`config.mk`:
```
export PLATFORM = sky130hd
export DESIGN_NAME = slpc_param_regs
export DESIGN_NICKNAME = d
export VERILOG_FILES = /design/src/hw/slpc_sync.v /design/src/hw/slpc_param_regs.v
export VERILOG_INCLUDE_DIRS = /design/src /design/src/hw
export SDC_FILE = /design/constraint.sdc
export NUM_CORES = 1
export LEC_CHECK = 0
export BUFFER_PORTS_ARGS = -buffer_cell sky130_fd_sc_hd__buf_2
export CORE_ASPECT_RATIO = 1.1
export CORE_MARGIN = 2
export CORE_UTILIZATION = 50
export CTS_CLUSTER_DIAMETER = 150
export DETAILED_ROUTE_END_ITERATION = 8
export GPL_TIMING_DRIVEN = 0
export HOLD_SLACK_MARGIN = 0.1
export PLACE_DENSITY_LB_ADDON = 0.25
export SLEW_MARGIN = 30
export SYNTH_ARGS = -nofsm -noshare
export SYNTH_HDL_FRONTEND = slang
export SYNTH_SLANG_ARGS = --single-unit
```
`constraint.sdc`:
```
create_clock -name clk -period 3.09 [get_ports clk]
set_input_delay 0.1545 -clock clk [delete_from_list [all_inputs] [get_ports clk]]
set_output_delay 0.1545 -clock clk [all_outputs]
set_load 0.05 [all_outputs]
```
`src/hw/slpc_defines.vh`:
```
// Constants of the serial link parameter register bank.
// Assumes inclusion by bare name from the design files.
`ifndef SLPC_DEFINES_VH
`define SLPC_DEFINES_VH

// Register offsets on the serial configuration port
`define SLPC_ADDR_W           15
`define SLPC_OFS_LANE_CNT     15'h0453
`define SLPC_OFS_OCT_M1       15'h0454
`define SLPC_OFS_FRM_MF       15'h0455
`define SLPC_OFS_CONV         15'h0456
`define SLPC_OFS_CTRL_RES     15'h0457
`define SLPC_OFS_SUBCLASS     15'h0458
`define SLPC_OFS_VERSION      15'h0459
`define SLPC_OFS_DENSITY      15'h045a
`define SLPC_OFS_DESKEW       15'h046c
`define SLPC_OFS_OCT_DIRECT   15'h0476
`define SLPC_OFS_LANE_EN      15'h047d

// Field positions
`define SLPC_SCRAMBLE_BIT     7
`define SLPC_HIGH_DENS_BIT    7
`define SLPC_UPPER3_HI        7
`define SLPC_UPPER3_LO        5
`define SLPC_CTRL_BITS_HI     7
`define SLPC_CTRL_BITS_LO     6
`define SLPC_LOW5_HI          4
`define SLPC_LOW5_LO          0

// Reset values: a two-lane, four-octet setting, scrambling off
`define SLPC_RST_LANE_CNT     8'h01
`define SLPC_RST_OCT_M1       8'h03
`define SLPC_RST_FRM_MF       8'h1f
`define SLPC_RST_CONV         8'h03
`define SLPC_RST_CTRL_RES     8'h0f
`define SLPC_RST_SUBCLASS     8'h0f
`define SLPC_RST_VERSION      8'h20
`define SLPC_RST_DENSITY      8'h00
`define SLPC_RST_DESKEW       8'h03
`define SLPC_RST_OCT_DIRECT   8'h04
`define SLPC_RST_LANE_EN      8'h03

// Field codes
`define SLPC_VERSION_B        3'h1
`define SLPC_SUBCLASS_0       3'h0
`define SLPC_SUBCLASS_1       3'h1

// Serial frame: instruction bits and data bits
`define SLPC_INSTR_BITS       5'd16
`define SLPC_DATA_BITS        5'd8

`endif

```
`src/hw/slpc_sync.v`:
```
// Two flip-flop synchroniser for a group of pin levels.
// Assumes inputs asynchronous to clk; only the second stage is read outside.
`timescale 1ns/1ps

module slpc_sync #(
   parameter WIDTH = 3,
   parameter [WIDTH-1:0] INIT = {WIDTH{1'b0}}
) (
   input  wire             clk,
   input  wire             reset_n,
   input  wire [WIDTH-1:0] d,
   output reg  [WIDTH-1:0] q
);

   reg [WIDTH-1:0] meta_r;

   // First stage feeds only the second stage
   always @(posedge clk) begin
      if (!reset_n) begin
         meta_r <= INIT;
         q      <= INIT;
      end else begin
         meta_r <= d;
         q      <= meta_r;
      end
   end

endmodule // slpc_sync

```
`src/hw/slpc_param_regs.v`:
```
// Link parameter register bank reached over a serial configuration port.
// Assumes a 4-wire port: chip select low, sclk idle low, MSB first,
// sclk period of at least eight clk periods.
//
// Notes on behaviour
// - Bit 7 of lane-count register turns descrambling on when set.
// - Low five lane-count bits hold lanes minus one.
// - Primary octets-per-frame register holds octets minus one.
// - Secondary octets-per-frame register holds octets directly.
// - Frames-per-multiframe five-bit field holds count minus one.
// - Converters-per-link register holds converter count minus one.
// - Subclass field in bits 7:5; bits 4:0 hold sample bits minus one.
// - Version field must read 1; low bits hold samples minus one.
// - Bit 7 selects high density; host writes zero control words.
// - Deskew applies to each enabled lane whose mask bit is set.
// - Each set lane-enable bit enables one link lane.
`timescale 1ns/1ps
`include "slpc_defines.vh"

module slpc_param_regs (
   input  wire       clk,
   input  wire       reset_n,
   input  wire       spi_cs_n,
   input  wire       spi_sclk,
   input  wire       spi_sdi,
   output reg        spi_sdo_r,
   output reg        spi_sdo_oe_n_r,
   output reg        scramble_en_r,
   output reg  [4:0] lanes_m1_r,
   output reg  [7:0] octets_m1_r,
   output reg  [4:0] frames_m1_r,
   output reg  [7:0] converters_m1_r,
   output reg  [1:0] ctrl_bits_r,
   output reg  [4:0] resolution_m1_r,
   output reg  [2:0] subclass_r,
   output reg  [4:0] sample_bits_m1_r,
   output reg  [2:0] version_r,
   output reg  [4:0] samples_m1_r,
   output reg        high_density_r,
   output reg  [4:0] ctrl_words_r,
   output reg  [7:0] deskew_mask_r,
   output reg  [7:0] octets_direct_r,
   output reg  [7:0] lane_enable_r,
   output reg  [5:0] lane_count_r,
   output reg  [8:0] octets_per_frame_r,
   output reg  [5:0] frames_per_mf_r,
   output reg  [8:0] converters_r,
   output reg  [7:0] deskew_lanes_r,
   output reg        octets_mismatch_r,
   output reg        version_ok_r,
   output reg        subclass_ok_r
);

   ////////////////////////////////////////////////////////////////////////
   // Pin synchronisation and sclk edges

   localparam ST_IDLE  = 2'b00;
   localparam ST_INSTR = 2'b01;
   localparam ST_DATA  = 2'b10;

   wire [2:0]  pins_s;
   wire        cs_n_s;
   wire        sclk_s;
   wire        sdi_s;
   reg         sclk_d_r;
   wire        sclk_rise;
   wire        sclk_fall;

   reg  [1:0]  state_r;
   reg  [4:0]  bit_cnt_r;
   reg  [15:0] in_sr_r;
   reg  [7:0]  out_sr_r;
   reg  [14:0] addr_r;
   reg         read_r;
   wire [15:0] in_word;
   wire [7:0]  wr_data;
   wire        instr_done;
   wire        byte_done;
   wire        wr_strobe;
   wire [14:0] addr_inc;
   wire [8:0]  lanes_p1;
   wire [8:0]  frames_p1;

   // Whole-register reset images, split into fields by part-select
   localparam [7:0] RST_LANE_CNT = `SLPC_RST_LANE_CNT;
   localparam [7:0] RST_FRM_MF   = `SLPC_RST_FRM_MF;
   localparam [7:0] RST_CTRL_RES = `SLPC_RST_CTRL_RES;
   localparam [7:0] RST_SUBCLASS = `SLPC_RST_SUBCLASS;
   localparam [7:0] RST_VERSION  = `SLPC_RST_VERSION;
   localparam [7:0] RST_DENSITY  = `SLPC_RST_DENSITY;

   slpc_sync #(
      .WIDTH (3),
      .INIT  (3'b001)
   ) u_sync (
      .clk     (clk),
      .reset_n (reset_n),
      .d       ({spi_sdi, spi_sclk, spi_cs_n}),
      .q       (pins_s)
   );

   assign cs_n_s = pins_s[0];
   assign sclk_s = pins_s[1];
   assign sdi_s  = pins_s[2];

   // Delayed sclk for edge detection
   always @(posedge clk) begin
      if (!reset_n) begin
         sclk_d_r <= 1'b0;
      end else begin
         sclk_d_r <= sclk_s;
      end
   end

   assign sclk_rise = !cs_n_s && sclk_s && !sclk_d_r;
   assign sclk_fall = !cs_n_s && !sclk_s && sclk_d_r;

   ////////////////////////////////////////////////////////////////////////
   // Read decode, used after the instruction and after each byte

   function [7:0] read_reg;
      input [14:0] a;
      begin
         case (a)
            `SLPC_OFS_LANE_CNT:   read_reg = {scramble_en_r, 2'b00, lanes_m1_r};
            `SLPC_OFS_OCT_M1:     read_reg = octets_m1_r;
            `SLPC_OFS_FRM_MF:     read_reg = {3'b000, frames_m1_r};
            `SLPC_OFS_CONV:       read_reg = converters_m1_r;
            `SLPC_OFS_CTRL_RES:   read_reg = {ctrl_bits_r, 1'b0, resolution_m1_r};
            `SLPC_OFS_SUBCLASS:   read_reg = {subclass_r, sample_bits_m1_r};
            `SLPC_OFS_VERSION:    read_reg = {version_r, samples_m1_r};
            `SLPC_OFS_DENSITY:    read_reg = {high_density_r, 2'b00, ctrl_words_r};
            `SLPC_OFS_DESKEW:     read_reg = deskew_mask_r;
            `SLPC_OFS_OCT_DIRECT: read_reg = octets_direct_r;
            `SLPC_OFS_LANE_EN:    read_reg = lane_enable_r;
            default:              read_reg = 8'h00;
         endcase
      end
   endfunction

   // Widen a minus-one field to its count
   function [8:0] plus_one;
      input [7:0] v;
      begin
         plus_one = {1'b0, v} + 9'h001;
      end
   endfunction

   ////////////////////////////////////////////////////////////////////////
   // Serial frame sequencing

   assign in_word    = {in_sr_r[14:0], sdi_s};
   assign wr_data    = in_word[7:0];
   assign instr_done = sclk_rise && (state_r == ST_INSTR) && (bit_cnt_r == `SLPC_INSTR_BITS - 5'd1);
   assign byte_done  = sclk_rise && (state_r == ST_DATA) && (bit_cnt_r == `SLPC_DATA_BITS - 5'd1);
   assign wr_strobe  = byte_done && !read_r;
   assign addr_inc   = addr_r + 15'h0001;
   assign lanes_p1   = plus_one({3'b000, lanes_m1_r});
   assign frames_p1  = plus_one({3'b000, frames_m1_r});

   // Instruction, address and data shifting; address steps per byte
   always @(posedge clk) begin
      if (!reset_n) begin
         state_r   <= ST_IDLE;
         bit_cnt_r <= 5'd0;
         in_sr_r   <= 16'h0000;
         out_sr_r  <= 8'h00;
         addr_r    <= 15'h0000;
         read_r    <= 1'b0;
      end else if (cs_n_s) begin
         state_r   <= ST_IDLE;
         bit_cnt_r <= 5'd0;
      end else begin
         case (state_r)
            ST_IDLE: begin
               state_r   <= ST_INSTR;
               bit_cnt_r <= 5'd0;
            end
            ST_INSTR: begin
               if (sclk_rise) begin
                  in_sr_r <= in_word;
                  if (instr_done) begin
                     state_r   <= ST_DATA;
                     bit_cnt_r <= 5'd0;
                     read_r    <= in_word[15];
                     addr_r    <= in_word[14:0];
                     out_sr_r  <= read_reg(in_word[14:0]);
                  end else begin
                     bit_cnt_r <= bit_cnt_r + 5'd1;
                  end
               end
            end
            ST_DATA: begin
               if (sclk_rise) begin
                  in_sr_r <= in_word;
                  if (byte_done) begin
                     bit_cnt_r <= 5'd0;
                     addr_r    <= addr_inc;
                     out_sr_r  <= read_reg(addr_inc);
                  end else begin
                     bit_cnt_r <= bit_cnt_r + 5'd1;
                  end
               end else if (sclk_fall && read_r) begin
                  out_sr_r <= {out_sr_r[6:0], 1'b0};
               end
            end
            default: begin
               state_r   <= ST_IDLE;
               bit_cnt_r <= 5'd0;
            end
         endcase
      end
   end

   // Read data driven on falling sclk; enable low only while reading
   always @(posedge clk) begin
      if (!reset_n) begin
         spi_sdo_r      <= 1'b0;
         spi_sdo_oe_n_r <= 1'b1;
      end else begin
         spi_sdo_oe_n_r <= !((state_r == ST_DATA) && read_r && !cs_n_s);
         if (cs_n_s) begin
            spi_sdo_r <= 1'b0;
         end else if (sclk_fall && (state_r == ST_DATA) && read_r) begin
            spi_sdo_r <= out_sr_r[7];
         end
      end
   end

   ////////////////////////////////////////////////////////////////////////
   // Register writes

   always @(posedge clk) begin
      if (!reset_n) begin
         scramble_en_r    <= RST_LANE_CNT[`SLPC_SCRAMBLE_BIT];
         lanes_m1_r       <= RST_LANE_CNT[`SLPC_LOW5_HI:`SLPC_LOW5_LO];
         octets_m1_r      <= `SLPC_RST_OCT_M1;
         frames_m1_r      <= RST_FRM_MF[`SLPC_LOW5_HI:`SLPC_LOW5_LO];
         converters_m1_r  <= `SLPC_RST_CONV;
         ctrl_bits_r      <= RST_CTRL_RES[`SLPC_CTRL_BITS_HI:`SLPC_CTRL_BITS_LO];
         resolution_m1_r  <= RST_CTRL_RES[`SLPC_LOW5_HI:`SLPC_LOW5_LO];
         subclass_r       <= RST_SUBCLASS[`SLPC_UPPER3_HI:`SLPC_UPPER3_LO];
         sample_bits_m1_r <= RST_SUBCLASS[`SLPC_LOW5_HI:`SLPC_LOW5_LO];
         version_r        <= RST_VERSION[`SLPC_UPPER3_HI:`SLPC_UPPER3_LO];
         samples_m1_r     <= RST_VERSION[`SLPC_LOW5_HI:`SLPC_LOW5_LO];
         high_density_r   <= RST_DENSITY[`SLPC_HIGH_DENS_BIT];
         ctrl_words_r     <= RST_DENSITY[`SLPC_LOW5_HI:`SLPC_LOW5_LO];
         deskew_mask_r    <= `SLPC_RST_DESKEW;
         octets_direct_r  <= `SLPC_RST_OCT_DIRECT;
         lane_enable_r    <= `SLPC_RST_LANE_EN;
      end else if (wr_strobe) begin
         case (addr_r)
            `SLPC_OFS_LANE_CNT: begin
               scramble_en_r <= wr_data[`SLPC_SCRAMBLE_BIT];
               lanes_m1_r    <= wr_data[`SLPC_LOW5_HI:`SLPC_LOW5_LO];
            end
            `SLPC_OFS_OCT_M1:  octets_m1_r     <= wr_data;
            `SLPC_OFS_FRM_MF:  frames_m1_r     <= wr_data[`SLPC_LOW5_HI:`SLPC_LOW5_LO];
            `SLPC_OFS_CONV:    converters_m1_r <= wr_data;
            `SLPC_OFS_CTRL_RES: begin
               // Stored as written; host keeps these at zero and 16 bits
               ctrl_bits_r     <= wr_data[`SLPC_CTRL_BITS_HI:`SLPC_CTRL_BITS_LO];
               resolution_m1_r <= wr_data[`SLPC_LOW5_HI:`SLPC_LOW5_LO];
            end
            `SLPC_OFS_SUBCLASS: begin
               subclass_r       <= wr_data[`SLPC_UPPER3_HI:`SLPC_UPPER3_LO];
               sample_bits_m1_r <= wr_data[`SLPC_LOW5_HI:`SLPC_LOW5_LO];
            end
            `SLPC_OFS_VERSION: begin
               version_r    <= wr_data[`SLPC_UPPER3_HI:`SLPC_UPPER3_LO];
               samples_m1_r <= wr_data[`SLPC_LOW5_HI:`SLPC_LOW5_LO];
            end
            `SLPC_OFS_DENSITY: begin
               high_density_r <= wr_data[`SLPC_HIGH_DENS_BIT];
               ctrl_words_r   <= wr_data[`SLPC_LOW5_HI:`SLPC_LOW5_LO];
            end
            `SLPC_OFS_DESKEW:     deskew_mask_r   <= wr_data;
            `SLPC_OFS_OCT_DIRECT: octets_direct_r <= wr_data;
            `SLPC_OFS_LANE_EN:    lane_enable_r   <= wr_data;
            default: begin
               lane_enable_r <= lane_enable_r;
            end
         endcase
      end
   end

   ////////////////////////////////////////////////////////////////////////
   // Decoded link parameters, one cycle behind the registers

   always @(posedge clk) begin
      if (!reset_n) begin
         lane_count_r       <= 6'd0;
         octets_per_frame_r <= 9'd0;
         frames_per_mf_r    <= 6'd0;
         converters_r       <= 9'd0;
         deskew_lanes_r     <= 8'h00;
         octets_mismatch_r  <= 1'b0;
         version_ok_r       <= 1'b0;
         subclass_ok_r      <= 1'b0;
      end else begin
         lane_count_r       <= lanes_p1[5:0];
         octets_per_frame_r <= plus_one(octets_m1_r);
         frames_per_mf_r    <= frames_p1[5:0];
         converters_r       <= plus_one(converters_m1_r);
         // Deskew only lanes that are also enabled
         deskew_lanes_r     <= deskew_mask_r & lane_enable_r;
         // Direct count must equal minus-one count plus one
         octets_mismatch_r  <= plus_one(octets_m1_r) != {1'b0, octets_direct_r};
         version_ok_r       <= version_r == `SLPC_VERSION_B;
         subclass_ok_r      <= (subclass_r == `SLPC_SUBCLASS_0) ||
                               (subclass_r == `SLPC_SUBCLASS_1);
      end
   end

endmodule // slpc_param_regs

```
Yosys cells after proc, flatten, opt, wreduce, memory -nomap -nowiden
Cells that the tools add are included.
{"block": "word_totals", "regBits": 176, "input_bits": 5}
{"block": "classes", "n_bitwise": 4, "mux": 21, "addsub": 6, "reduce_logical": 42, "n_eq_ne": 46}
{"cell": "15-bit by 11-bit == test with 1-bit output (second input constant)", "count": 33}
{"cell": "8-bit one-hot mux with 11 select lines", "count": 2}
{"cell": "15-bit 2-to-1 mux", "count": 4}
{"cell": "8-bit 2-to-1 mux", "count": 5}
{"cell": "15-bit one-hot mux with 2 select lines", "count": 1}
{"cell": "2-bit AND reduction", "count": 12}
{"cell": "5-bit 2-to-1 mux", "count": 4}
{"cell": "8-bit by 1-bit adder with 9-bit output (second input constant)", "count": 2}
{"cell": "8-bit one-hot mux with 2 select lines", "count": 1}
{"cell": "15-bit by 1-bit adder with 15-bit output (second input constant)", "count": 1}
{"cell": "1-bit logical AND", "count": 14}
{"cell": "5-bit by 1-bit adder with 6-bit output (second input constant)", "count": 2}
{"cell": "6-bit AND reduction", "count": 2}
{"cell": "5-bit one-hot mux with 2 select lines", "count": 1}
{"cell": "9-bit by 8-bit inequality test with 1-bit output", "count": 1}
{"cell": "8-bit bitwise AND", "count": 1}
{"cell": "2-bit inequality test (second input constant)", "count": 4}
{"cell": "3-bit by 1-bit == test with 1-bit output (second input constant)", "count": 2}
{"cell": "2-bit one-hot mux with 3 select lines", "count": 1}
{"cell": "3-bit AND reduction", "count": 2}
{"cell": "5-bit by 1-bit adder with 5-bit output (second input constant)", "count": 1}
{"cell": "5-bit by 3-bit == test with 1-bit output (second input constant)", "count": 1}
{"cell": "5-bit by 4-bit == test with 1-bit output (second input constant)", "count": 1}
{"cell": "1-bit logical NOT", "count": 5}
{"cell": "12 further kinds", "count": 16}

Depth between registers and ports, before layout
{"block": "depth", "depth_word": 8, "mapped_depth": 11, "mapped_depth_nobuf": 9}

Hierarchy
A second synthesis with hierarchy kept.
{"block": "hier_totals", "hier_cells": 1115, "area_unflattened_um2": 9308.9}
{"mod": "slpc_param_regs", "cells_each": 1103, "instances": 1, "seq_area_each_um2": 3403.3, "area_each_um2": 9151.3}
{"mod": "slpc_sync", "cells_each": 12, "instances": 1, "seq_area_each_um2": 120.1, "area_each_um2": 157.7}

Least setup slack after synthesis
Ideal clock, no wire load.
{"block": "synth_timing", "kind": "flip-flop to flip-flop", "from": "register addr_r[0]", "to": "register out_sr_r[4]", "t_arrival_ps": 2605, "required_ps": 3031, "stages_incl_launch_ff": 11, "setup_slack_ps": 426, "n_path_buf": 2, "cell_sequence": "dfxtp_1 > ha_1 > clkbuf_1 > nand4_1 > or3_1 > clkbuf_1 > xnor2_1 > a211oi_4 > o311ai_1 > a31oi_1 > o221a_2"}
{"block": "synth_via", "elab_chain_len": 6, "elab_cells_between_ends": 16, "classes_between": "1 x add/sub; 11 x eq/ne; 4 x mux"}
{"element": "start, declared", "line_no": "slpc_param_regs.v:73", "source": "reg [14:0] addr_r;"}
{"element": "start signal, assigned", "line_no": "slpc_param_regs.v:186", "source": "addr_r <= in_word[14:0];"}
{"element": "start signal, assigned", "line_no": "slpc_param_regs.v:198", "source": "addr_r <= addr_inc;"}
{"element": "15-bit by 1-bit adder with 15-bit output *", "line_no": "slpc_param_regs.v:157", "source": "assign addr_inc = addr_r + 15'h0001;"}
{"element": "15-bit by 11-bit == test with 1-bit output", "line_no": "slpc_param_regs.v:124", "source": "case (a)"}
{"element": "8-bit one-hot mux with 11 select lines *", "line_no": "slpc_param_regs.v:124"}
{"element": "8-bit 2-to-1 mux *", "line_no": "slpc_param_regs.v:196", "source": "if (byte_done) begin"}
{"element": "8-bit 2-to-1 mux *", "line_no": "slpc_param_regs.v:194", "source": "if (sclk_rise) begin"}
{"element": "8-bit one-hot mux with 2 select lines *", "line_no": "slpc_param_regs.v:174", "source": "case (state_r)"}
{"element": "end signal, assigned", "line_no": "slpc_param_regs.v:187", "source": "out_sr_r <= read_reg(in_word[14:0]);"}
{"element": "end signal, assigned", "line_no": "slpc_param_regs.v:199", "source": "out_sr_r <= read_reg(addr_inc);"}
{"element": "end signal, assigned", "line_no": "slpc_param_regs.v:204", "source": "out_sr_r <= {out_sr_r[6:0], 1'b0};"}
{"element": "end, declared", "line_no": "slpc_param_regs.v:72", "source": "reg [7:0] out_sr_r;"}
Every way passes the cells marked *; elsewhere a longest branch is shown, timed or not. The select of a mux whose other input is x is not followed.
A chain may end at the register's enable or synchronous reset.

Final worst setup path
{"block": "layout_timing", "from": "register bit_cnt_r[0]", "to": "register ctrl_bits_r[1]"}
{"block": "layout_via", "elab_chain_len": 4}
{"element": "start, declared", "line_no": "slpc_param_regs.v:70", "source": "reg [4:0] bit_cnt_r;"}
{"element": "start signal, assigned", "line_no": "slpc_param_regs.v:189", "source": "bit_cnt_r <= bit_cnt_r + 5'd1;"}
{"element": "start signal, assigned", "line_no": "slpc_param_regs.v:201", "source": "bit_cnt_r <= bit_cnt_r + 5'd1;"}
{"element": "5-bit by 3-bit == test with 1-bit output", "line_no": "slpc_param_regs.v:155", "source": "assign byte_done = sclk_rise && (state_r == ST_DATA) && (bit_cnt_r == `SLPC_DATA_BITS - 5'd1);"}
{"element": "1-bit logical AND", "line_no": "slpc_param_regs.v:155"}
{"element": "1-bit logical AND", "line_no": "slpc_param_regs.v:156", "source": "assign wr_strobe = byte_done && !read_r;"}
{"element": "2-bit AND reduction (no source line)"}
{"element": "end signal, assigned", "line_no": "slpc_param_regs.v:240", "source": "ctrl_bits_r <= RST_CTRL_RES[`SLPC_CTRL_BITS_HI:`SLPC_CTRL_BITS_LO];"}
{"element": "end signal, assigned", "line_no": "slpc_param_regs.v:262", "source": "ctrl_bits_r <= wr_data[`SLPC_CTRL_BITS_HI:`SLPC_CTRL_BITS_LO];"}
{"element": "end, declared", "line_no": "slpc_param_regs.v:33", "source": "output reg [1:0] ctrl_bits_r,"}
Every way passes these cells.

==> metrics <==
status=complete, no violations; Critical Path Sink Type=flip-flop; Hold EP=out_sr_r[5]; width of the die=around 130 um; PortBufs=approximately 130; CTS H-tree depth=4; kind of critical path=flip-flop to flip-flop; Avg WL per Cell=between 20 and 25 um; gp weighted congestion=between 1 and 1.5; sequential power share=0.480; Switching Fraction=0.226; Syn. warnings=0; first-pass GRT wire length=just over 50 mm; NetSw=1.08 mW; slew margin rel.=0.312; Fin Clk Skew=~0.014 ns; post-synthesis cell type count=between 80 and 90; gr usage total=0.367; post-synthesis area per instance=8.34 um2; reg2reg end=ctrl_bits_r[1]; Post-synth top flop=dfxtp_1; Initial DRC Count=821; Die Ht=between 100 and 150 um; WL final=about 35 mm; clock sink total=176; internal power=between 3 and 4 mW; Max Root-Sink Buffers=2; layout net count=between 1000 and 1500; commonest cells after routing, fill and taps aside=dfxtp_1 (174), nand2_1 (146), buf_2 (134), nor2_1 (114), mux2i_1 (70); Max-Cap Viols=0; Fin Setup TNS=0 ns; Least-Margin Pin Slew=1.03 ns; Design Area, Final=between 10000 and 15000 um2; Seq/Total Area, Yosys=0.398; CP arrival=roughly 3.3 ns; final hold violations=0; ANT nets after route=0; Async SR Flop Fraction=0; 1st-pass router iterations=6; Via Count=between 9000 and 10000; num rows=between 50 and 60; Initial Util=0.505; Ports=roughly 130; Comb power frac=0.026; clk slew on worst S/H paths=0.07 ns; largest net degree at the start of global routing=17; max-slew violation count=0; Post-Syn Area=8860 um2; cts bufs inserted=17; Hold Crit Depth=4; Layout area overhead=19.4%; Post-synth EDFFs=0; maximum vdd ir drop=approximately 0.37 mV; layout cells sized above 1=0.167; R2R Setup Slk=0.11 ns; Remaining Overflow, GRT=0; reg-to-reg startpoint=bit_cnt_r[0]; via/cell ratio=between 6 and 7; fin crit share=0.965; Inserted Diodes=0; Hold Crit Class=input pin to flip-flop; post-route minimum period=2.98 ns; Fmax=around 0.34 GHz; syn nets=roughly 1100; CP Launch Type=flip-flop; Clk network pwr share=0.494; Hold Startpoint=reset_n; setup violators final=0; DIE AREA=between 15000 and 20000 um2; Core ar.=17500 um2; Syn Inst Count=about 1100; Root Buffer=clkbuf_16; Post-DP HPWL=between 20 and 30 mm; Leak=between 4 and 5 nW; #FFs+latches synth=176; commonest non-fill, non-tap cell in the layout=dfxtp_1; clk_lat worst skew=around 0.44 ns; CTS tree=done; Worst Path Max Fanout=10; WHS=roughly 0.19 ns; initial antenna violation count=0; Placed Area=just under 10000 um2; Crit path required time=3.45 ns; Reg2Reg Depth=8; vias in the first global route=~8400; PD cells=449 nW/um2; Remaining DRCs=0
## sequential cells by signal (all words and copies together), names as in the netlist, 6 cells and up
name / count
addr_r: 15
converters_m1_r: 8
converters_r: 9
deskew_lanes_r: 8
deskew_mask_r: 8
frames_per_mf_r: 6
in_sr_r: 15
lane_count_r: 6
lane_enable_r: 8
octets_direct_r: 8
octets_m1_r: 8
octets_per_frame_r: 9
out_sr_r: 8
## how the worst max path moves through the flow
| stage | startpoint | to | slack (ns) | cells after the start |
|---|---|---|---|---|
| CTS | bit_cnt_r[0] | octets_m1_r[1] | 0.004 | 8 |
| detailed placement | addr_r[0] | out_sr_r[4] | -0.33 | 10 |
| finish | bit_cnt_r[0] | ctrl_bits_r[1] | 0.11 | 8 |
| global route | bit_cnt_r[0] | ctrl_bits_r[1] | -0.02 | 8 |
| floorplan | addr_r[0] | out_sr_r[4] | 0.43 | 10 |
| global placement | addr_r[0] | out_sr_r[4] | -0.35 | 10 |
## timing repair
| item | CTS | global route |
|---|---|---|
| setup endpoints to repair | 8 | 48 |
| endpoints found under the hold margin | 3 | 0 |
| hold buffers | 3 | 0 |
| gates resized for setup | 4 | 13 |
| pin swaps | 1 | 2 |
| buffers inserted | 2 | 2 |
## stage by stage
stage	setup WS, ns	total power [mW]	std cells	util
CTS	0.00370	4.76	1462	0.599
global placement	-0.349	2.45	1426	0.558
finish	0.110	4.75	1464	0.603
global route	-0.0195	4.87	1464	0.603
detailed placement	-0.331	2.45	1426	0.559
floorplan	0.426	2.40	1062	-
## cell type report
class | instances | area [um2]
inverters | 19 | 71.3
plain buffers | 73 | 294
well taps | 238 | 298
fillers | 1624 | 6970
flip-flops and latches | 176 | 3530
multi-input cells | 793 | 5050
clock inverters | 13 | 200
clock buffers | 19 | 433
repair buffers | 133 | 703
## synth_stat cells (16+ instances only)
master,number,share of area
a22oi_1,18,0.015
inv_1,16,0.0068
nor2_1,115,0.049
mux2i_1,70,0.079
o21ai_0,35,0.020
nand2_1,148,0.063
nand4_1,21,0.015
and2_1,22,0.016
clkbuf_1,55,0.023
xnor2_1,17,0.017
xor2_1,20,0.020
a21oi_1,59,0.033
nand3_1,61,0.034
and3_1,21,0.015
dfxtp_1,176,0.40
## cells by family after synthesis
logic type | after synthesis | share of synthesized area
simple gates | 452 | 0.248
compound gates | 216 | 0.168
flops | 176 | 0.398
buf+inv | 93 | 0.0414
mux | 74 | 0.0893
xor+xnor | 37 | 0.0366
fa+ha+maj | 14 | 0.0198
## power groups by stage
stage	clock network (mW)	registers, mW	logic [mW]
after floorplan	0	2.35	0.0525
after global placement	0	2.33	0.119
after detailed placement	0	2.33	0.119
after CTS	2.36	2.28	0.122
after global routing	2.46	2.28	0.130
final	2.35	2.28	0.124
## per-layer routing
layer,global-route usage,up-vias,share of wire
li1,-,4115,-
met1,0.455,4367,0.39
met2,0.602,500,0.47
met3,0.0655,122,0.085
met4,0.202,0,0.059
met5,0,-,0
## critical path, stage by stage, from the launching register on
cell and delay (ns):
dfxtp_1 0.37, ha_1 0.20, or4bb_1 0.54, or2_1 0.31, nor3_2 0.26, nor4b_4 0.46
buf_1 0.42, nand3_1 0.15, a21oi_1 0.18
(Power assumes the default switching activity.)
